==> config.mk <==
export PLATFORM = sky130hd
export DESIGN_NAME = clss_top
export DESIGN_NICKNAME = d
export VERILOG_FILES = /design/src/include/clss_pkg.sv /design/src/include/clss_fifo_if.sv /design/src/design/clss_fifo.sv /design/src/design/clss_top.sv
export SDC_FILE = /design/constraint.sdc
export NUM_CORES = 1
export LEC_CHECK = 0
export CORE_MARGIN = 1.5
export CORE_UTILIZATION = 62
export DETAILED_ROUTE_END_ITERATION = 12
export DONT_BUFFER_PORTS = 1
export PLACE_DENSITY = 0.86
export SLEW_MARGIN = 20
export SYNTH_ARGS = -nofsm -noshare
export SYNTH_HDL_FRONTEND = slang
export SYNTH_SLANG_ARGS = --single-unit
==> constraint.sdc <==
create_clock -name pclk -period 2.75 [get_ports pclk]
set_input_delay 0.1375 -clock pclk [delete_from_list [all_inputs] [get_ports pclk]]
set_output_delay 0.1375 -clock pclk [all_outputs]
set_load 0.05 [all_outputs]
==> src/include/clss_pkg.sv <==
// constants, field layout and types shared by the loopback/self-sync block
// assumes a 32-bit apb register bus on pclk and a 32-bit, 4-lane word stream
`default_nettype none
package clss_pkg;
	localparam logic [11:0] CLSS_OFF_LOOP   = 12'h000;
	localparam logic [11:0] CLSS_OFF_L1     = 12'h004;
	localparam logic [11:0] CLSS_OFF_STAT   = 12'h008;
	localparam int          CLSS_FWD_LSB    = 0;
	localparam int          CLSS_REV_LSB    = 4;
	localparam int          CLSS_FORCE_BIT  = 0;
	localparam int          CLSS_SLAVE_BIT  = 1;
	localparam logic [1:0]  CLSS_RST_FWD    = 2'h0;
	localparam logic [3:0]  CLSS_RST_REV    = 4'h0;
	localparam logic        CLSS_RST_FORCE  = 1'h0;
	localparam logic        CLSS_RST_SLAVE  = 1'h0;
	localparam logic [7:0]  CLSS_K285       = 8'hbc;
	localparam logic [31:0] CLSS_IDLE_WORD  = 32'h000000bc;
	localparam logic [3:0]  CLSS_IDLE_K     = 4'h1;
	localparam int          CLSS_WR_LAT     = 2;
	localparam int          CLSS_FIFO_DEPTH = 4;

	typedef enum logic [1:0] {
		CLSS_FWD_NONE,
		CLSS_FWD_SERIAL,
		CLSS_FWD_PAR_STITCH,
		CLSS_FWD_PAR_DIRECT
	} clss_fwd_t;

	typedef enum logic {
		CLSS_HUNT,
		CLSS_LOCKED
	} clss_lock_t;
endpackage : clss_pkg
`default_nettype wire

==> src/include/clss_fifo_if.sv <==
// valid/ready carrier between the transmit buffer and its two sides
// assumes both sides run on the same clock
`default_nettype none
interface clss_fifo_if #(parameter int W = 36) ();
	logic [W-1:0] wdata;
	logic         wvalid;
	logic         wready;
	logic [W-1:0] rdata;
	logic         rvalid;
	logic         rready;
	modport src  (output wdata, output wvalid, input wready);
	modport snk  (input rdata, input rvalid, output rready);
	modport fifo (input wdata, input wvalid, input rready,
		output wready, output rdata, output rvalid);
endinterface : clss_fifo_if
`default_nettype wire

==> src/design/clss_fifo.sv <==
// small register-array fifo with valid/ready on both sides
// assumes depth is a power of two
`default_nettype none
module clss_fifo #(
	parameter int W     = 36,
	parameter int DEPTH = 4
) (
	input wire logic pclk,
	input wire logic presetn,
	clss_fifo_if.fifo f
);
	localparam int AW = $clog2(DEPTH);

	logic [W-1:0] mem [DEPTH];
	logic [AW:0]  wptr;
	logic [AW:0]  rptr;
	logic         full;
	logic         empty;

	assign empty    = (wptr == rptr);
	assign full     = (wptr[AW] != rptr[AW]) && (wptr[AW-1:0] == rptr[AW-1:0]);
	assign f.wready = !full;
	assign f.rvalid = !empty;
	assign f.rdata  = mem[rptr[AW-1:0]];

	always_ff @(posedge pclk) begin
		if (f.wvalid && !full)
			mem[wptr[AW-1:0]] <= f.wdata;
	end

	always_ff @(posedge pclk or negedge presetn) begin
		if (!presetn) begin
			wptr <= '0;
			rptr <= '0;
		end else begin
			if (f.wvalid && !full)
				wptr <= wptr + 1'b1;
			if (f.rready && !empty)
				rptr <= rptr + 1'b1;
		end
	end
endmodule : clss_fifo
`default_nettype wire

==> src/design/clss_top.sv <==
// loopback path selection and transmit sync override for the link word path
// assumes words on pclk, an apb master, and stitching logic that accepts tx words
//
// Decided for this implementation: the APB slave port and the placing of the registers.
`default_nettype none
module clss_top #(
	parameter bit P_SER_LB     = 1'b1,
	parameter bit P_PAR_LB     = 1'b1,
	parameter bit P_REV_LB     = 1'b1,
	parameter int P_WR_LAT     = clss_pkg::CLSS_WR_LAT,
	parameter int P_FIFO_DEPTH = clss_pkg::CLSS_FIFO_DEPTH
) (
	input  wire logic        pclk,
	input  wire logic        presetn,
	input  wire logic        psel,
	input  wire logic        penable,
	input  wire logic        pwrite,
	input  wire logic [11:0] paddr,
	input  wire logic [31:0] pwdata,
	output logic      [31:0] prdata,
	output logic             pready,
	output logic             pslverr,
	input  wire logic [31:0] app_tx_data,
	input  wire logic [3:0]  app_tx_k,
	input  wire logic        app_tx_valid,
	output logic             app_tx_ready,
	input  wire logic        dir_wr_en,
	input  wire logic [31:0] dir_wr_data,
	input  wire logic        ser_tx_ready,
	output logic      [31:0] ser_tx_data,
	output logic      [3:0]  ser_tx_k,
	output logic             serial_loop_en,
	input  wire logic [31:0] ser_rx_data,
	input  wire logic [3:0]  ser_rx_k,
	input  wire logic        cdr_locked,
	output logic      [31:0] app_rx_data,
	output logic      [3:0]  app_rx_k,
	output logic             app_rx_valid
);
	// control fields
	logic [1:0]  loop_fwd;
	logic [3:0]  loop_rev;
	logic        tx_sync_force;
	logic        role_slave;
	logic [31:0] next_prdata;
	// effective modes
	logic        par_stitch;
	logic        par_direct;
	logic        rev_active;
	// receive side
	logic [2:0]  cdr_ff;
	logic        cdr_stable;
	logic [31:0] rx_src_data;
	logic [3:0]  rx_src_k;
	clss_pkg::clss_lock_t lock_st;
	logic        rx_locked;
	logic        rx_has_k285;
	// transmit side
	logic        tx_enabled;
	logic [31:0] local_word;
	logic [3:0]  local_k;
	logic [31:0] next_tx_data;
	logic [3:0]  next_tx_k;
	logic [31:0] tx_pre_data;
	logic [3:0]  tx_pre_k;
	// direct write delay line
	logic        dly_en_pipe   [P_WR_LAT+1];
	logic [31:0] dly_data_pipe [P_WR_LAT+1];
	logic        dly_en;
	logic [31:0] dly_data;
	clss_fifo_if #(.W(36)) txq ();
	function automatic logic reg_mapped(input logic [11:0] a);
		reg_mapped = (a == clss_pkg::CLSS_OFF_LOOP) || (a == clss_pkg::CLSS_OFF_L1)
			|| (a == clss_pkg::CLSS_OFF_STAT);
	endfunction : reg_mapped

	// ---------------- apb slave ----------------
	// zero wait states; unmapped addresses answer with pslverr and read zero
	assign pready  = 1'b1;
	assign pslverr = psel && penable && !reg_mapped(paddr);

	always_ff @(posedge pclk or negedge presetn) begin
		if (!presetn) begin
			loop_fwd      <= clss_pkg::CLSS_RST_FWD;
			loop_rev      <= clss_pkg::CLSS_RST_REV;
			tx_sync_force <= clss_pkg::CLSS_RST_FORCE;
			role_slave    <= clss_pkg::CLSS_RST_SLAVE;
		end else if (psel && penable && pwrite) begin
			if (paddr == clss_pkg::CLSS_OFF_LOOP) begin
				loop_fwd <= pwdata[clss_pkg::CLSS_FWD_LSB +: 2];
				loop_rev <= pwdata[clss_pkg::CLSS_REV_LSB +: 4];
			end
			if (paddr == clss_pkg::CLSS_OFF_L1) begin
				tx_sync_force <= pwdata[clss_pkg::CLSS_FORCE_BIT];
				role_slave    <= pwdata[clss_pkg::CLSS_SLAVE_BIT];
			end
		end
	end

	always_comb begin
		next_prdata = 32'h00000000;
		if (reg_mapped(paddr)) begin
			case (paddr)
				clss_pkg::CLSS_OFF_LOOP: begin
					next_prdata[clss_pkg::CLSS_FWD_LSB +: 2] = loop_fwd;
					next_prdata[clss_pkg::CLSS_REV_LSB +: 4] = loop_rev;
				end
				clss_pkg::CLSS_OFF_L1: begin
					next_prdata[clss_pkg::CLSS_FORCE_BIT] = tx_sync_force;
					next_prdata[clss_pkg::CLSS_SLAVE_BIT] = role_slave;
				end
				clss_pkg::CLSS_OFF_STAT: begin
					next_prdata[0] = rx_locked;
					next_prdata[1] = tx_enabled;
					next_prdata[2] = !txq.wready;
					next_prdata[3] = !txq.rvalid;
					next_prdata[4] = serial_loop_en;
					next_prdata[5] = par_stitch;
					next_prdata[6] = par_direct;
					next_prdata[7] = rev_active;
				end
				default: next_prdata = 32'h00000000;
			endcase
		end
	end

	// read data latched in the setup cycle so the access cycle sees a register
	always_ff @(posedge pclk or negedge presetn) begin
		if (!presetn)
			prdata <= 32'h00000000;
		else if (psel && !penable)
			prdata <= next_prdata;
	end

	// ---------------- loopback mode decode ----------------
	// a select for a path that was not built falls back to normal operation
	assign par_stitch = P_PAR_LB && (loop_fwd == clss_pkg::CLSS_FWD_PAR_STITCH);
	assign par_direct = P_PAR_LB && (loop_fwd == clss_pkg::CLSS_FWD_PAR_DIRECT);
	assign rev_active = P_REV_LB && (loop_rev != 4'h0);

	// registered so the transceiver control never sees decode glitches
	always_ff @(posedge pclk or negedge presetn) begin
		if (!presetn)
			serial_loop_en <= 1'b0;
		else
			serial_loop_en <= P_SER_LB && (loop_fwd == clss_pkg::CLSS_FWD_SERIAL);
	end

	// ---------------- cdr lock pin synchroniser ----------------
	always_ff @(posedge pclk or negedge presetn) begin
		if (!presetn)
			cdr_ff <= 3'h0;
		else
			cdr_ff <= {cdr_ff[1:0], cdr_locked};
	end

	always_ff @(posedge pclk or negedge presetn) begin
		if (!presetn)
			cdr_stable <= 1'b0;
		else if (cdr_ff[1] == cdr_ff[2])
			cdr_stable <= cdr_ff[2];
	end

	// ---------------- receive source selection ----------------
	always_comb begin
		rx_src_data = ser_rx_data;
		rx_src_k    = ser_rx_k;
		if (par_direct) begin
			rx_src_data = tx_pre_data;
			rx_src_k    = tx_pre_k;
		end else if (par_stitch) begin
			rx_src_data = ser_tx_data;
			rx_src_k    = ser_tx_k;
		end
	end

	assign rx_has_k285 = rx_src_k[0] && (rx_src_data[7:0] == clss_pkg::CLSS_K285);

	// parallel loops bypass the transceiver, so cdr lock is not needed there
	always_ff @(posedge pclk or negedge presetn) begin
		if (!presetn) begin
			lock_st <= clss_pkg::CLSS_HUNT;
		end else begin
			case (lock_st)
				clss_pkg::CLSS_HUNT:
					if ((cdr_stable || par_stitch || par_direct) && rx_has_k285)
						lock_st <= clss_pkg::CLSS_LOCKED;
				clss_pkg::CLSS_LOCKED:
					if (!cdr_stable && !par_stitch && !par_direct)
						lock_st <= clss_pkg::CLSS_HUNT;
				default: lock_st <= clss_pkg::CLSS_HUNT;
			endcase
		end
	end

	assign rx_locked = (lock_st == clss_pkg::CLSS_LOCKED);

	always_ff @(posedge pclk or negedge presetn) begin
		if (!presetn) begin
			app_rx_data  <= 32'h00000000;
			app_rx_k     <= 4'h0;
			app_rx_valid <= 1'b0;
		end else begin
			app_rx_data  <= rx_src_data;
			app_rx_k     <= rx_src_k;
			app_rx_valid <= rx_locked;
		end
	end

	// ---------------- transmit enable ----------------
	// a slave waits for receive lock unless forced; the force is a layer 1
	// test aid only, higher layers see sync that no peer produced
	assign tx_enabled = !role_slave || rx_locked || tx_sync_force;

	// ---------------- transmit buffer ----------------
	assign txq.wdata    = {app_tx_k, app_tx_data};
	assign txq.wvalid   = app_tx_valid;
	assign app_tx_ready = txq.wready;
	// a delayed direct write takes the slot, so the buffer holds its word
	assign txq.rready   = tx_enabled && ser_tx_ready && !dly_en;

	clss_fifo #(
		.W     (36),
		.DEPTH (P_FIFO_DEPTH)
	) u_txq (
		.pclk    (pclk),
		.presetn (presetn),
		.f       (txq.fifo)
	);

	// ---------------- direct write latency line ----------------
	assign dly_en_pipe[0]   = dir_wr_en;
	assign dly_data_pipe[0] = dir_wr_data;

	generate
		for (genvar i = 1; i <= P_WR_LAT; i++) begin : g_dly
			always_ff @(posedge pclk or negedge presetn) begin
				if (!presetn) begin
					dly_en_pipe[i]   <= 1'b0;
					dly_data_pipe[i] <= 32'h00000000;
				end else begin
					dly_en_pipe[i]   <= dly_en_pipe[i-1];
					dly_data_pipe[i] <= dly_data_pipe[i-1];
				end
			end
		end
	endgenerate

	assign dly_en   = dly_en_pipe[P_WR_LAT];
	assign dly_data = dly_data_pipe[P_WR_LAT];

	// ---------------- local transmit word ----------------
	always_comb begin
		local_word = 32'h00000000;
		local_k    = 4'h0;
		if (tx_enabled) begin
			if (dly_en) begin
				local_word = dly_data;
			end else if (txq.rvalid && txq.rready) begin
				local_word = txq.rdata[31:0];
				local_k    = txq.rdata[35:32];
			end else begin
				local_word = clss_pkg::CLSS_IDLE_WORD;
				local_k    = clss_pkg::CLSS_IDLE_K;
			end
		end
	end

	// per-lane reverse mux: while tx is enabled, selected lanes from rx, the rest local
	generate
		for (genvar n = 0; n < 4; n++) begin : g_lane
			always_comb begin
				if (tx_enabled && rev_active && loop_rev[n]) begin
					next_tx_data[8*n +: 8] = ser_rx_data[8*n +: 8];
					next_tx_k[n]           = ser_rx_k[n];
				end else begin
					next_tx_data[8*n +: 8] = local_word[8*n +: 8];
					next_tx_k[n]           = local_k[n];
				end
			end
		end
	endgenerate

	// tx_pre is the word entering stitching; ser_tx is the stitched word
	always_ff @(posedge pclk or negedge presetn) begin
		if (!presetn) begin
			tx_pre_data <= 32'h00000000;
			tx_pre_k    <= 4'h0;
			ser_tx_data <= 32'h00000000;
			ser_tx_k    <= 4'h0;
		end else begin
			tx_pre_data <= next_tx_data;
			tx_pre_k    <= next_tx_k;
			ser_tx_data <= tx_pre_data;
			ser_tx_k    <= tx_pre_k;
		end
	end
endmodule : clss_top
`default_nettype wire

# Word-level counts from Yosys, hierarchy flattened
# Memories as Yosys holds them, arrays and structs flattened.
# Cells that the tools add are included.
[classes]
n_eq_ne = 10
reduce_logical = 37
mux = 27
n_addsub = 2
n_bitwise = 1
[ops]
columns = ["operator", "count"]
rows = [
  ["two-way mux 32 bit", 5],
  ["two-way mux 8 bit", 5],
  ["two-way mux 4 bit", 5],
  ["logical AND 1 bit", 18],
  ["== test 12 x 3 -> 1 bit, second input constant", 1],
  ["== test 12 x 4 -> 1 bit, second input constant", 1],
  ["logical NOT 12 bit", 1],
  ["logical NOT 1 bit", 9],
  ["== test 8 bit, second input constant", 1],
  ["two-way mux 1 bit", 8],
  ["one-hot mux 4 bit (2 select lines)", 1],
  ["adder 3 x 1 -> 3 bit, second input constant", 2],
  ["logical OR 1 bit", 6],
  ["one-hot mux 2 bit (3 select lines)", 1],
  ["== test 2 bit, second input constant", 2],
  ["AND reduction 2 bit", 2],
  ["nonzero test 4 bit", 1],
  ["== test 3 bit", 1],
  ["== test 2 x 1 -> 1 bit, second input constant", 1],
  ["== test 2 bit", 1],
  ["two-way mux 2 bit", 1],
  ["one-hot mux 1 bit (2 select lines)", 1],
  ["== test 1 bit", 1],
  ["!= test 1 bit", 1],
  ["NOT 1 bit", 1],
]
[word_totals]
ramBits = 144
n_memories = 1
input_bits = 157
wordCells = 100
out_inout_bits = 109
regBits = 227
[mem_list]
columns = ["memory", "depth", "width", "rd", "rd_clocked_by_memory_dff", "wr", "line", "text"]
rows = [
  ["u_txq.mem", 4, 36, 1, 0, 1, "clss_fifo.sv:14", "logic [W-1:0] mem [DEPTH];"],
]

# Longest topological paths before layout
# Gate-level depths: netlist of the first run.
[logic_depth]
word_depth = 10
ltp_mapped = 7
mapped_depth_nobuf = 5

# Cells and area by module
# A second synthesis of the first run with hierarchy kept.
[unflattened]
cells_unflattened = 745
hier_area_um2 = 12608.3
[by_module_without_submodules]
columns = ["mod", "instances", "cells_each", "area_per_inst_um2", "seq_area_each_um2"]
rows = [
  ["clss_top", 1, 512, 6960.4, 4929.7],
  ["clss_fifo", 1, 233, 5647.9, 4474.3],
]

# Worst setup path after synthesis of the first run
# No wires, ideal clock.
[synth_path]
path_type = "register to register"
startpoint = "reg u_txq.wptr[1]"
endpoint = "mem u_txq.mem[3][0] (enable)"
n_path_buf = 0
setup_time_ps = 398
t_required_ps = 2352
arrival_time_ps = 2134
synth_period_minus_slack_ps = 2532
slack_ps = 218
path_stages_with_launch = 5
path_cell_list = "dfrtp_1 > xor2_1 > nor2_1 > nand2_1 > and3_1"
[synth_between]
elab_chain_cells = 6
[synth_rtl]
columns = ["element", "line", "text"]
rows = [
  ["from (decl)", "clss_fifo.sv:15", "logic [AW:0] wptr;"],
  ["from (signal assigned)", "clss_fifo.sv:37", "wptr <= wptr + 1'b1;"],
  ["== test 2 bit", "clss_fifo.sv:21", "assign full = (wptr[AW] != rptr[AW]) && (wptr[AW-1:0] == rptr[AW-1:0]);"],
  ["logical AND 1 bit", "clss_fifo.sv:21", ""],
  ["logical NOT 1 bit", "--", ""],
  ["net app_tx_ready", "clss_top.sv:26", "output logic app_tx_ready,"],
  ["logical AND 1 bit", "clss_fifo.sv:27", "if (f.wvalid && !full)"],
  ["two-way mux 1 bit", "clss_fifo.sv:27", ""],
  ["two-way mux 1 bit (implied by the code)", "clss_fifo.sv:28", "mem[wptr[AW-1:0]] <= f.wdata;"],
  ["to (decl)", "clss_fifo.sv:14", ""],
]
# The timed path passes the listed nets, and every way through them passes these cells.

# Final worst setup path of the first run
[layout_path]
startpoint = "in paddr[0]"
endpoint = "reg loop_rev[1]"
[layout_between]
elab_chain_cells = 2
[layout_rtl]
columns = ["element", "line", "text"]
rows = [
  ["from (decl)", "clss_top.sv:18", "input wire logic [11:0] paddr,"],
  ["logical NOT 12 bit", "clss_top.sv:89", "if (paddr == clss_pkg::CLSS_OFF_LOOP) begin"],
  ["AND reduction 2 bit (no line)", "--", ""],
  ["to (signal assigned)", "clss_top.sv:85", "loop_rev <= clss_pkg::CLSS_RST_REV;"],
  ["to (signal assigned)", "clss_top.sv:91", "loop_rev <= pwdata[clss_pkg::CLSS_REV_LSB +: 4];"],
  ["to (decl)", "clss_top.sv:42", "logic [3:0] loop_rev;"],
]
# Every way passes these cells.
# A chain may end at the register's enable or synchronous reset.

==> flow_summary_export.csv, run 1 <==
group,metric,value,unit
pwr,sequentialPowerShare,49.4,%
logic_synthesis,synth-main-ff-cell,"dfrtp_1",
final_layout,drive_gt1_share,12.71,%
setup_path,cp_slowest_cell,"dlygate4sd3_1",
pwr,switching_share,29.28,%
logic_synthesis,postSynthCellCount,772,
setup_path,crit_start,"paddr[0]",
global_route,grt_max_degree,204,
sta,max_freq,0.4111,GHz
logic_synthesis,netlist_area,12640,um^2
setup_path,crit_path_max_fanout,7,
final_layout,finalNetCount,1073,
sta,rsz0062_at_grt,"false",
drt,wl_met1,11180,um
drt,wl_per_cell,24.37,um
sta,report.final.slew_viol_count,0,
floorplan,core_area,20100,um^2
placed_design,place.gp.congestion,0.8983,
cts,numCtsBuffers,36,
floorplan,dieArea,21250,um^2
drt,drtPass1Iterations,5,
global_route,grtUsageTotal,28.00,%
placed_design,portBuffers,0,
sta,period_share,88.45,%
sta,hold_slack,-0.6686,ns
setup_path,path_cells,"dlygate4sd3_1, nor2_1, nand3_2, nor3_4, nand2_1, dlygate4sd3_1, o21ai_0, dlygate4sd3_1",
logic_synthesis,avgSynthCellArea,16.37,um^2
logic_synthesis,async_flop_share,58.50,%
setup_path,worstSetupPathType,"in -> reg",
final_layout,multiInputGateArea,2843,um^2
logic_synthesis,synth.distinct_cells,53,
pwr,pwr-share-comb,17.4,%
cts,cts_root_buf,"clkbuf_16",
global_route,grt_pass1_vias,7632,
setup_path,reg2reg_from,"lock_st",
drt,vias,7221,
floorplan,die_y,145.8,um
cts,h-tree-depth,2,
drt,drt_iter0_markers,631,
setup_path,critPathRequiredTime,3.18,ns
worst_hold_path,hold_class,"in -> async",
setup_path,worstPathArrival,2.87,ns
sta,worst_pin_slew,0.9033,ns
final_layout,seq_area,9408,um^2
drt,vias_per_cell,5.978,
drt,ant_nets,0,
pwr,internal_power,10.18,mW
cts,cts_tree,"yes",
status,violations,"negative hold slack",
drt,highest_layer,"met5",
placed_design,hpwl,17760,um
cts,clockBufferDepth,3,
sta,slew_headroom,39.56,%
drt,routed_wl,29440,um
setup_path,r2r_slack,0.63,ns
sta,hold_viol,203,
floorplan,die_x,145.8,um
logic_synthesis,synth_edf_count,144,
pwr,clkPwrFrac,33.2,%
global_route,grt-ovfl-total,0,
sta,finClkSkew,0.02129,ns
floorplan,row_count,52,
setup_path,reg2regPathDepth,5,
drt,dr_wl_met2,14690,um
cts,cts_num_sinks,347,
logic_synthesis,seq_area_frac_synth,74.42,%
setup_path,worst_path_largest_cell_delay,0.59,ns
job,cap_violations,0,
global_route,grt_pass1_wl,44580,um
floorplan,ios,266,
final_layout,fill_cells,1066,
logic_synthesis,synth-seq-cells,347,
cts,clk-insertion-delay-late,0.52,ns
cts,clk_pin_slew_worst_paths,0.06,ns
final_layout,layout_commonest_cell,"dfrtp_1",
final_layout,syn_to_final_growth,20.71,%
drt,dr_wl_met3,2165,um
drt,drc,0,
pwr,peakVddDrop,0.0005446,V
pwr,leakagePower,6.019,nW
pwr,p_per_area,943.8,nW/um^2
global_route,antenna_found_initial,4,
setup_path,startpoint_type,"primary input",
floorplan,initial_utilization,62.86,%
status,status,"complete, but fails checks",
setup_path,cp-end-kind,"register",
pwr,switching_power,4.216,mW
setup_path,crit_end,"loop_rev[1]",
setup_path,critPathMostFrequentCell,"dlygate4sd3_1",
sta,fin_setup_tns,0,ns
final_layout,finalCoreUtilization,75.88,%
cts,cts.hold.buffers_added,126,
sta,fin_crit,2.432,ns
logic_synthesis,synth_warnings,0,
sta,setup_violations,0,
setup_path,rr_endpoint,"tx_pre_data[4]",
final_layout,layout_common_cells,"dfrtp_1 (200), edfxtp_1 (144), dlygate4sd3_1 (126), nor2_1 (49), a21oi_1 (48)",
==> worst max-delay path: cells and delay by family <==
kind / cells / cell delay [ns]
AOI/OAI and AO/OA: 1 / 0.08
and+or+nand+nor: 4 / 0.95
buffers and inverters: 3 / 1.70
==> cells in the mapped netlist (2+ instances only) <==
master | n | area (um^2)
a221oi_1 | 3 | 26.28
mux4_2 | 36 | 810.8
o21ai_0 | 29 | 145.1
a21oi_1 | 48 | 240.2
edfxtp_1 | 144 | 4324
nand3_1 | 2 | 10.01
and3_1 | 4 | 25.02
a22oi_1 | 24 | 180.2
and2_1 | 3 | 18.77
a22o_1 | 3 | 26.28
nor2_1 | 49 | 183.9
a32o_1 | 2 | 20.02
dfrtp_1 | 203 | 5080
buf_2 | 19 | 95.09
nand2_1 | 25 | 93.84
clkbuf_1 | 7 | 26.28
nor2b_1 | 9 | 56.30
xor2_1 | 4 | 35.03
mux2_4 | 5 | 75.07
inv_1 | 32 | 120.1
mux2_2 | 3 | 33.78
ha_1 | 5 | 62.56
xnor2_1 | 3 | 26.28
nor3_1 | 4 | 20.02
mux2i_1 | 38 | 380.4
or3_1 | 2 | 12.51
conb_1 | 2 | 7.510
buf_4 | 30 | 225.2
o21ai_1 | 10 | 50.05
==> state kept, by name (all words and copies together) (netlist names), 2 cells and up <==
signal and count:
u_txq.mem 144, app_rx_data 32, dly_data 32, dly_data_pipe 32, ser_tx_data 32, tx_pre_data 32, prdata 8, app_rx_k 4
loop_rev 4, ser_tx_k 4, tx_pre_k 4, cdr_ff 3, u_txq.rptr 3, u_txq.wptr 3, loop_fwd 2
==> power by group through the flow <==
| stage | combinational [mW] | clock (mW) | sequential (mW) |
|---|---|---|---|
| after floorplan | 1.66 | 0 | 7.04 |
| after global placement | 2.17 | 0 | 7.09 |
| after detailed placement | 2.26 | 0 | 7.18 |
| after CTS | 2.49 | 4.80 | 7.09 |
| after global routing | 2.67 | 5.03 | 7.16 |
| final | 2.50 | 4.78 | 7.11 |
==> metrics by stage <==
| stage | std cells | area (um^2) | power [mW] | setup WS [ns] |
|---|---|---|---|---|
| floorplan | 795 | 12720 | 8.709 | 0.2180 |
| global placement | 1017 | 12830 | 9.263 | 0.8374 |
| finish | 1208 | 15250 | 14.40 | 0.3175 |
| CTS | 1206 | 15250 | 14.39 | 0.4480 |
| detailed placement | 1017 | 12830 | 9.447 | 0.7373 |
| global route | 1208 | 15250 | 14.86 | 0.2192 |
==> logic make-up (layout without fill, tap and decap cells) <==
logic type	count (synthesis)	in the layout	synth area share [%]
flip-flops	347	347	74.42
AO/OA/AOI/OAI	126	126	5.901
AND/OR/NAND/NOR	112	112	4.465
buffers and inverters	90	231	3.812
multiplexers	82	82	10.29
XOR/XNOR	7	7	0.4852
adder cells (fa/ha/maj)	6	6	0.5743
other	2	27	0.05943
==> per-layer routing <==
| layer | global-route usage, % | vias to the layer above |
|---|---|---|
| met4 | 13.06 | 4 |
| met3 | 7.429 | 114 |
| met2 | 45.31 | 398 |
| met1 | 35.88 | 3674 |
| li1 | - | 3031 |
| met5 | 0 | - |
==> worst min path at each step <==
| stage | from | depth (start not counted) | slack, ns | to |
|---|---|---|---|---|
| after floorplan | presetn | 0 | -0.16 | app_rx_data[0] |
| after global placement | presetn | 0 | -0.15 | app_rx_data[17] |
| after detailed placement | presetn | 0 | -0.15 | app_rx_data[18] |
| after CTS | presetn | 0 | -0.70 | dly_data_pipe[56] |
| after global routing | presetn | 0 | -0.69 | app_rx_data[17] |
| final | presetn | 0 | -0.67 | app_rx_data[18] |
==> repair_timing <==
| action | CTS | global route |
|---|---|---|
| resized for setup | 0 | 0 |
| buffers inserted | 0 | 0 |
| hold endpoints to repair | 471 | 203 |
==> final cells by class <==
cell class	count	area share [%]
repair buffers	136	9.088
multi-input cells	358	18.64
diodes	2	0.03281
well taps	270	2.215
clock inverters	10	0.8448
flip-flops and latches	347	61.67
clock buffers	53	6.726
inverters	32	0.7874
Note: power is estimated with default switching activity, not from simulation.
==> run 2, diff against run 1 <==
- CORE_ASPECT_RATIO: default -> 0.75
- SYNTH_HIERARCHICAL: default -> 1
==> run 2 against run 1 <==
Against the previous run: the run still ends with negative hold slack left; hold slack lost 0.056 ns; first-iteration DRC count is 25% higher; non-clock buffer count down 9; final cell count down 4.6%; sequential power is 1% higher; global-route usage is 0.23 points lower; clock power shrank 12%; combinational power about the same; sequential share of layout area is 1.2 points higher; largest cell class unchanged.
==> flow_summary_export.csv, run 2 <==
group,metric,value,unit
placed_design,portBuffers,0,
global_route,grt_pass1_vias,7503,
floorplan,die_y,126.5,um
logic_synthesis,postSynthCellCount,745,
placed_design,dp_cells,975,
final_layout,layout_commonest_cell,"dfrtp_1",
drt,drc,0,
global_route,grt_max_degree,204,
sta,hold_viol,203,
logic_synthesis,synthTopCellsByArea,"dfrtp_1 (40%), edfxtp_1 (34%), mux4_2 (6.4%)",
floorplan,ios,266,
logic_synthesis,synth_warnings,6,
sta,report.final.slew_viol_count,0,
cts,numCtsBuffers,31,
setup_path,crit_path_max_fanout,36,
sta,hold_slack,-0.7244,ns
final_layout,finalNetCount,1035,
pwr,p_total,13.86,mW
pwr,p_per_area,926.4,nW/um^2
drt,vias,7075,
cts,cts_tree,"yes",
floorplan,dieArea,21210,um^2
logic_synthesis,synth_edf_count,144,
cts,cts_num_sinks,347,
drt,drt_iter0_markers,790,
drt,drtPass1Iterations,6,
sta,finClkSkew,0.01104,ns
cts,clockBufferDepth,3,
logic_synthesis,synth.distinct_cells,50,
sta,worst_pin_slew,1.116,ns
final_layout,instances_no_fill,1153,
logic_synthesis,avgSynthCellArea,16.92,um^2
setup_path,startpoint_type,"register",
sta,period_share,90.71,%
final_layout,syn_to_final_growth,18.62,%
drt,routed_wl,28760,um
final_layout,fill_cells,1077,
logic_synthesis,netlist_area,12610,um^2
cts,h-tree-depth,1,
drt,ant_nets,0,
pwr,peakVddDrop,0.0006423,V
status,status,"complete, but fails checks",
logic_synthesis,synthTopCellsByCount,"dfrtp_1 (203), edfxtp_1 (144), nor2_1 (52)",
sta,rsz0062_at_grt,"false",
placed_design,hpwl,16690,um
logic_synthesis,synth-main-ff-cell,"dfrtp_1",
cts,clk_pin_slew_worst_paths,0.07,ns
drt,dr_wl_met2,14540,um
floorplan,core_area,19650,um^2
sta,fin_crit,2.494,ns
cts,cts.hold.buffers_added,118,
logic_synthesis,yosysMostFrequentCell,"dfrtp_1",
logic_synthesis,synth-seq-cells,347,
sta,max_freq,0.4009,GHz
global_route,grt-ovfl-total,0,
logic_synthesis,post-synth-top-area-fraction,40.29,%
drt,wl_met1,11480,um
placed_design,place.gp.congestion,0.8693,
setup_path,cp-end-kind,"register",
final_layout,largest_register_ffs,144,
global_route,grtUsageTotal,27.77,%
logic_synthesis,async_flop_share,58.50,%
setup_path,critPathRequiredTime,2.91,ns
logic_synthesis,synth_top_area_cell,"dfrtp_1",
global_route,antenna_found_initial,3,
cts,post_cts_resized,0,
job,cap_violations,0,
worst_hold_path,hold_class,"in -> async",
sta,fin_setup_tns,0,ns
cts,cts_root_buf,"clkbuf_16",
setup_path,worstSetupPathType,"reg -> reg",
sta,setup_violations,0,
floorplan,row_count,44,
pwr,leakagePower,5.885,nW
cts,postCtsSetupBuffers,0,
drt,vias_per_cell,6.136,
floorplan,initial_utilization,64.15,%
final_layout,drive_gt1_share,13.94,%
status,violations,"negative hold slack",
drt,wl_per_cell,24.94,um
sta,slew_headroom,25.34,%
global_route,grt_pass1_wl,43820,um
drt,dr_wl_met3,2156,um
drt,highest_layer,"met4",
cts,clk-insertion-delay-late,0.55,ns
setup_path,worstPathArrival,2.65,ns
final_layout,layout_common_cells,"dfrtp_1 (199), edfxtp_1 (144), dlygate4sd3_1 (118), nor2_1 (52), a21oi_1 (43)",
floorplan,die_x,167.7,um
logic_synthesis,seq_area_frac_synth,74.59,%
## run 2: kinds of logic after synthesis
logic type	count (synthesis)	share of synthesized area [%]
other	2	0.05956
XOR/XNOR	8	0.6748
AND/OR/NAND/NOR	110	4.416
flip-flops	347	74.59
AO/OA/AOI/OAI	106	5.984
adder cells (fa/ha/maj)	6	0.5756
buffers and inverters	84	3.543
multiplexers	82	10.16
## run 2: through the flow
stage	utilization [%]	worst slack [ns]	instance area (um^2)
2_1_floorplan	-	0.3318	12690
3_3_place_gp	64.94	0.4440	12760
3_5_place_dp	64.94	0.3153	12760
4_1_cts	75.99	0.2893	14940
5_1_grt	76.08	0.1844	14950
6_report	76.10	0.2555	14960
## run 2: worst max-delay path, cell delays in order (launching register included)
cell	delay (ns)
dfrtp_1	0.47
xor2_2	0.33
or3_4	0.33
and3_2	0.96
## run 2: per-layer routing
metal	track usage [%]	vias to the layer above
met4	7.949	0
met3	6.365	43
met5	0	-
li1	-	2984
met2	47.25	399
met1	36.56	3649
## run 2: path summary, 6_finish.rpt
path                                    from                end  slack (ns)  cells after the start
setup reg to reg               u_txq/wptr[1]   u_txq/mem[2][20]        0.26                      3
min in group pclk                   paddr[4]          prdata[1]        0.02                      4
hold / removal                       presetn    app_rx_data[13]       -0.72                      0
hold reg to reg            dly_data_pipe[50]       dly_data[18]        0.34                      0
setup / recovery               u_txq/wptr[1]   u_txq/mem[2][20]        0.26                      3
max in group asynchronous            presetn  dly_data_pipe[61]        3.26                      0
## run 2: area by class of cell
cell class              count  area (um^2)  share of cell area, %
flip-flops and latches    347         9409                  62.91
multi-input cells         337         2861                  19.13
repair buffers            127         1261                  8.433
clock buffers              35        800.8                  5.354
well taps                 253        316.6                  2.117
clock inverters            22        190.2                  1.272
inverters                  29        108.9                 0.7278
diodes                      3        7.507                0.05020
## run 2: power by group
group | total (mW) | switching (mW) | internal [mW]
sequential | 7.19 | 0.926 | 6.26
clock | 4.19 | 1.89 | 2.31
combinational | 2.47 | 1.40 | 1.07
==> run 3, diff against run 2 <==
- HOLD_SLACK_MARGIN: default -> 0.1
- RECOVER_POWER: default -> 50
==> run 3 against run 2 <==
Against the previous run: the flow still finishes with violations (negative hold slack); clock skew shrank 0.0013 ns; non-clock buffer count increased by 16; design area rose by 1.1%; largest cell class unchanged; die area unchanged; hold slack better by 0.0092 ns; count of clock-buffer cells in the layout unchanged; critical path depth rose by 5; register-to-register slack hardly changed; global-route usage up 0.85 points.
==> flow_summary_export.csv, run 3 (same netlist as run 2, synthesis figures left out) <==
group,metric,value,unit
status,status,"complete, but fails checks",
status,violations,"negative hold slack",
sta,hold_slack,-0.7152,ns
placed_design,portBuffers,0,
final_layout,layout_common_cells,"dfrtp_1 (199), edfxtp_1 (144), dlygate4sd3_1 (134), nor2_1 (52), a21oi_1 (43)",
final_layout,instances_no_fill,1168,
sta,rsz0062_at_grt,"false",
final_layout,fill_cells,1029,
drt,drt_iter0_markers,741,
drt,routed_wl,29600,um
drt,wl_per_cell,25.34,um
global_route,grt-ovfl-total,0,
setup_path,critPathRequiredTime,3.17,ns
floorplan,die_y,126.5,um
setup_path,startpoint_type,"primary input",
cts,numCtsBuffers,31,
drt,vias_per_cell,6.225,
placed_design,place.gp.congestion,0.8693,
pwr,peakVddDrop,0.0006420,V
setup_path,worstPathArrival,3.07,ns
sta,hold_viol,203,
cts,clockBufferDepth,3,
floorplan,dieArea,21210,um^2
cts,h-tree-depth,1,
cts,clk_pin_slew_worst_paths,0.06,ns
placed_design,hpwl,16690,um
final_layout,largest_register_ffs,144,
global_route,grt_max_degree,204,
final_layout,layout_commonest_cell,"dfrtp_1",
drt,vias,7271,
floorplan,die_x,167.7,um
pwr,leakagePower,5.966,nW
final_layout,syn_to_final_growth,19.92,%
cts,cts.hold.buffers_added,134,
sta,finClkSkew,0.009738,ns
floorplan,initial_utilization,64.15,%
global_route,grt_pass1_wl,45070,um
pwr,p_per_area,916.2,nW/um^2
sta,period_share,96.52,%
floorplan,ios,266,
sta,max_freq,0.3767,GHz
sta,slew_headroom,25.70,%
global_route,antenna_found_initial,2,
drt,drc,0,
global_route,grt_pass1_vias,7774,
setup_path,cp-end-kind,"register",
sta,fin_crit,2.654,ns
job,cap_violations,0,
floorplan,core_area,19650,um^2
setup_path,worstSetupPathType,"in -> reg",
drt,drtPass1Iterations,7,
sta,setup_violations,0,
cts,postCtsSetupBuffers,0,
sta,worst_pin_slew,1.110,ns
final_layout,drive_gt1_share,13.80,%
sta,fin_setup_tns,0,ns
final_layout,finalNetCount,1051,
sta,report.final.slew_viol_count,0,
cts,cts_num_sinks,347,
drt,ant_nets,0,
placed_design,dp_cells,975,
global_route,grtUsageTotal,28.63,%
setup_path,crit_path_max_fanout,6,
worst_hold_path,hold_class,"in -> async",
cts,clk-insertion-delay-late,0.55,ns
cts,cts_root_buf,"clkbuf_16",
floorplan,row_count,44,
cts,cts_tree,"yes",
[run 3: cell types whose count changed in the layout (fill, tap and decap cells not counted), sizes merged]
cell | before | now
diode | 3 | 2
dlygate4sd3 | 118 | 134
[run 3: area by class of cell]
type / instances / area, um^2 / share of cell area (%)
Sequential cell: 347 / 9409 / 62.23
Timing Repair Buffer: 143 / 1421 / 9.401
Multi-Input combinational cell: 337 / 2868 / 18.97
Tap cell: 253 / 316.6 / 2.094
Inverter: 29 / 108.9 / 0.7200
Antenna cell: 2 / 5.005 / 0.03310
Clock buffer: 35 / 800.8 / 5.296
Clock inverter: 22 / 190.2 / 1.258
[run 3: routing by layer]
metal | up-vias | wire, um | global-route usage [%]
met2 | 478 | 14840 | 48.19
met4 | 0 | 896 | 10.81
li1 | 3017 | - | -
met1 | 3703 | 11370 | 36.80
met5 | - | 0 | 0
met3 | 73 | 2497 | 6.895
[run 3: what timing repair did]
item | 4_1_cts | 5_1_grt
hold endpoints to repair | 474 | 203
resized for setup | 0 | 1
setup endpoints to repair | 0 | 7
[run 3: path summary, 6_finish.rpt]
kind / start / to / slack (ns) / cells after the start
worst min register to register: dly_en_pipe[1] / dly_en / 0.34 / 0
max in group asynchronous: presetn / tx_pre_data[22] / 3.27 / 0
worst min-delay path: presetn / app_rx_data[14] / -0.72 / 0
worst max-delay path: paddr[4] / loop_fwd[1] / 0.1 / 8
worst max register to register: u_txq/wptr[1] / u_txq/mem[2][20] / 0.27 / 3
min in group pclk: ser_tx_ready / tx_pre_data[7] / 0.14 / 4
[run 3: power breakdown]
part           switching (mW)  internal [mW]
Sequential              0.929           6.26
Clock                    1.89           2.31
Combinational            1.40           1.07
[run 3: through the flow]
| stage | power, mW | utilization [%] | cell area, um^2 | setup WS (ns) | hold slack (ns) |
|---|---|---|---|---|---|
| floorplan | 8.882 | - | 12690 | 0.3318 | -0.1581 |
| global placement | 9.346 | 64.94 | 12760 | 0.4440 | -0.1541 |
| detailed placement | 9.519 | 64.94 | 12760 | 0.3153 | -0.1538 |
| CTS | 13.86 | 76.81 | 15100 | 0.2639 | -0.7299 |
| global route | 14.37 | 76.92 | 15120 | 0.04427 | -0.7448 |
| finish | 13.85 | 76.93 | 15120 | 0.09561 | -0.7152 |
[run 3: worst max-delay path, cell delays in order]
cell and delay, ns:
dlygate4sd3_1 0.55, nor4_2 0.15, dlygate4sd3_1 0.60, nand3_1 0.18, or2_4 0.32, nor2_4 0.19
mux2_2 0.36, dlygate4sd3_1 0.57
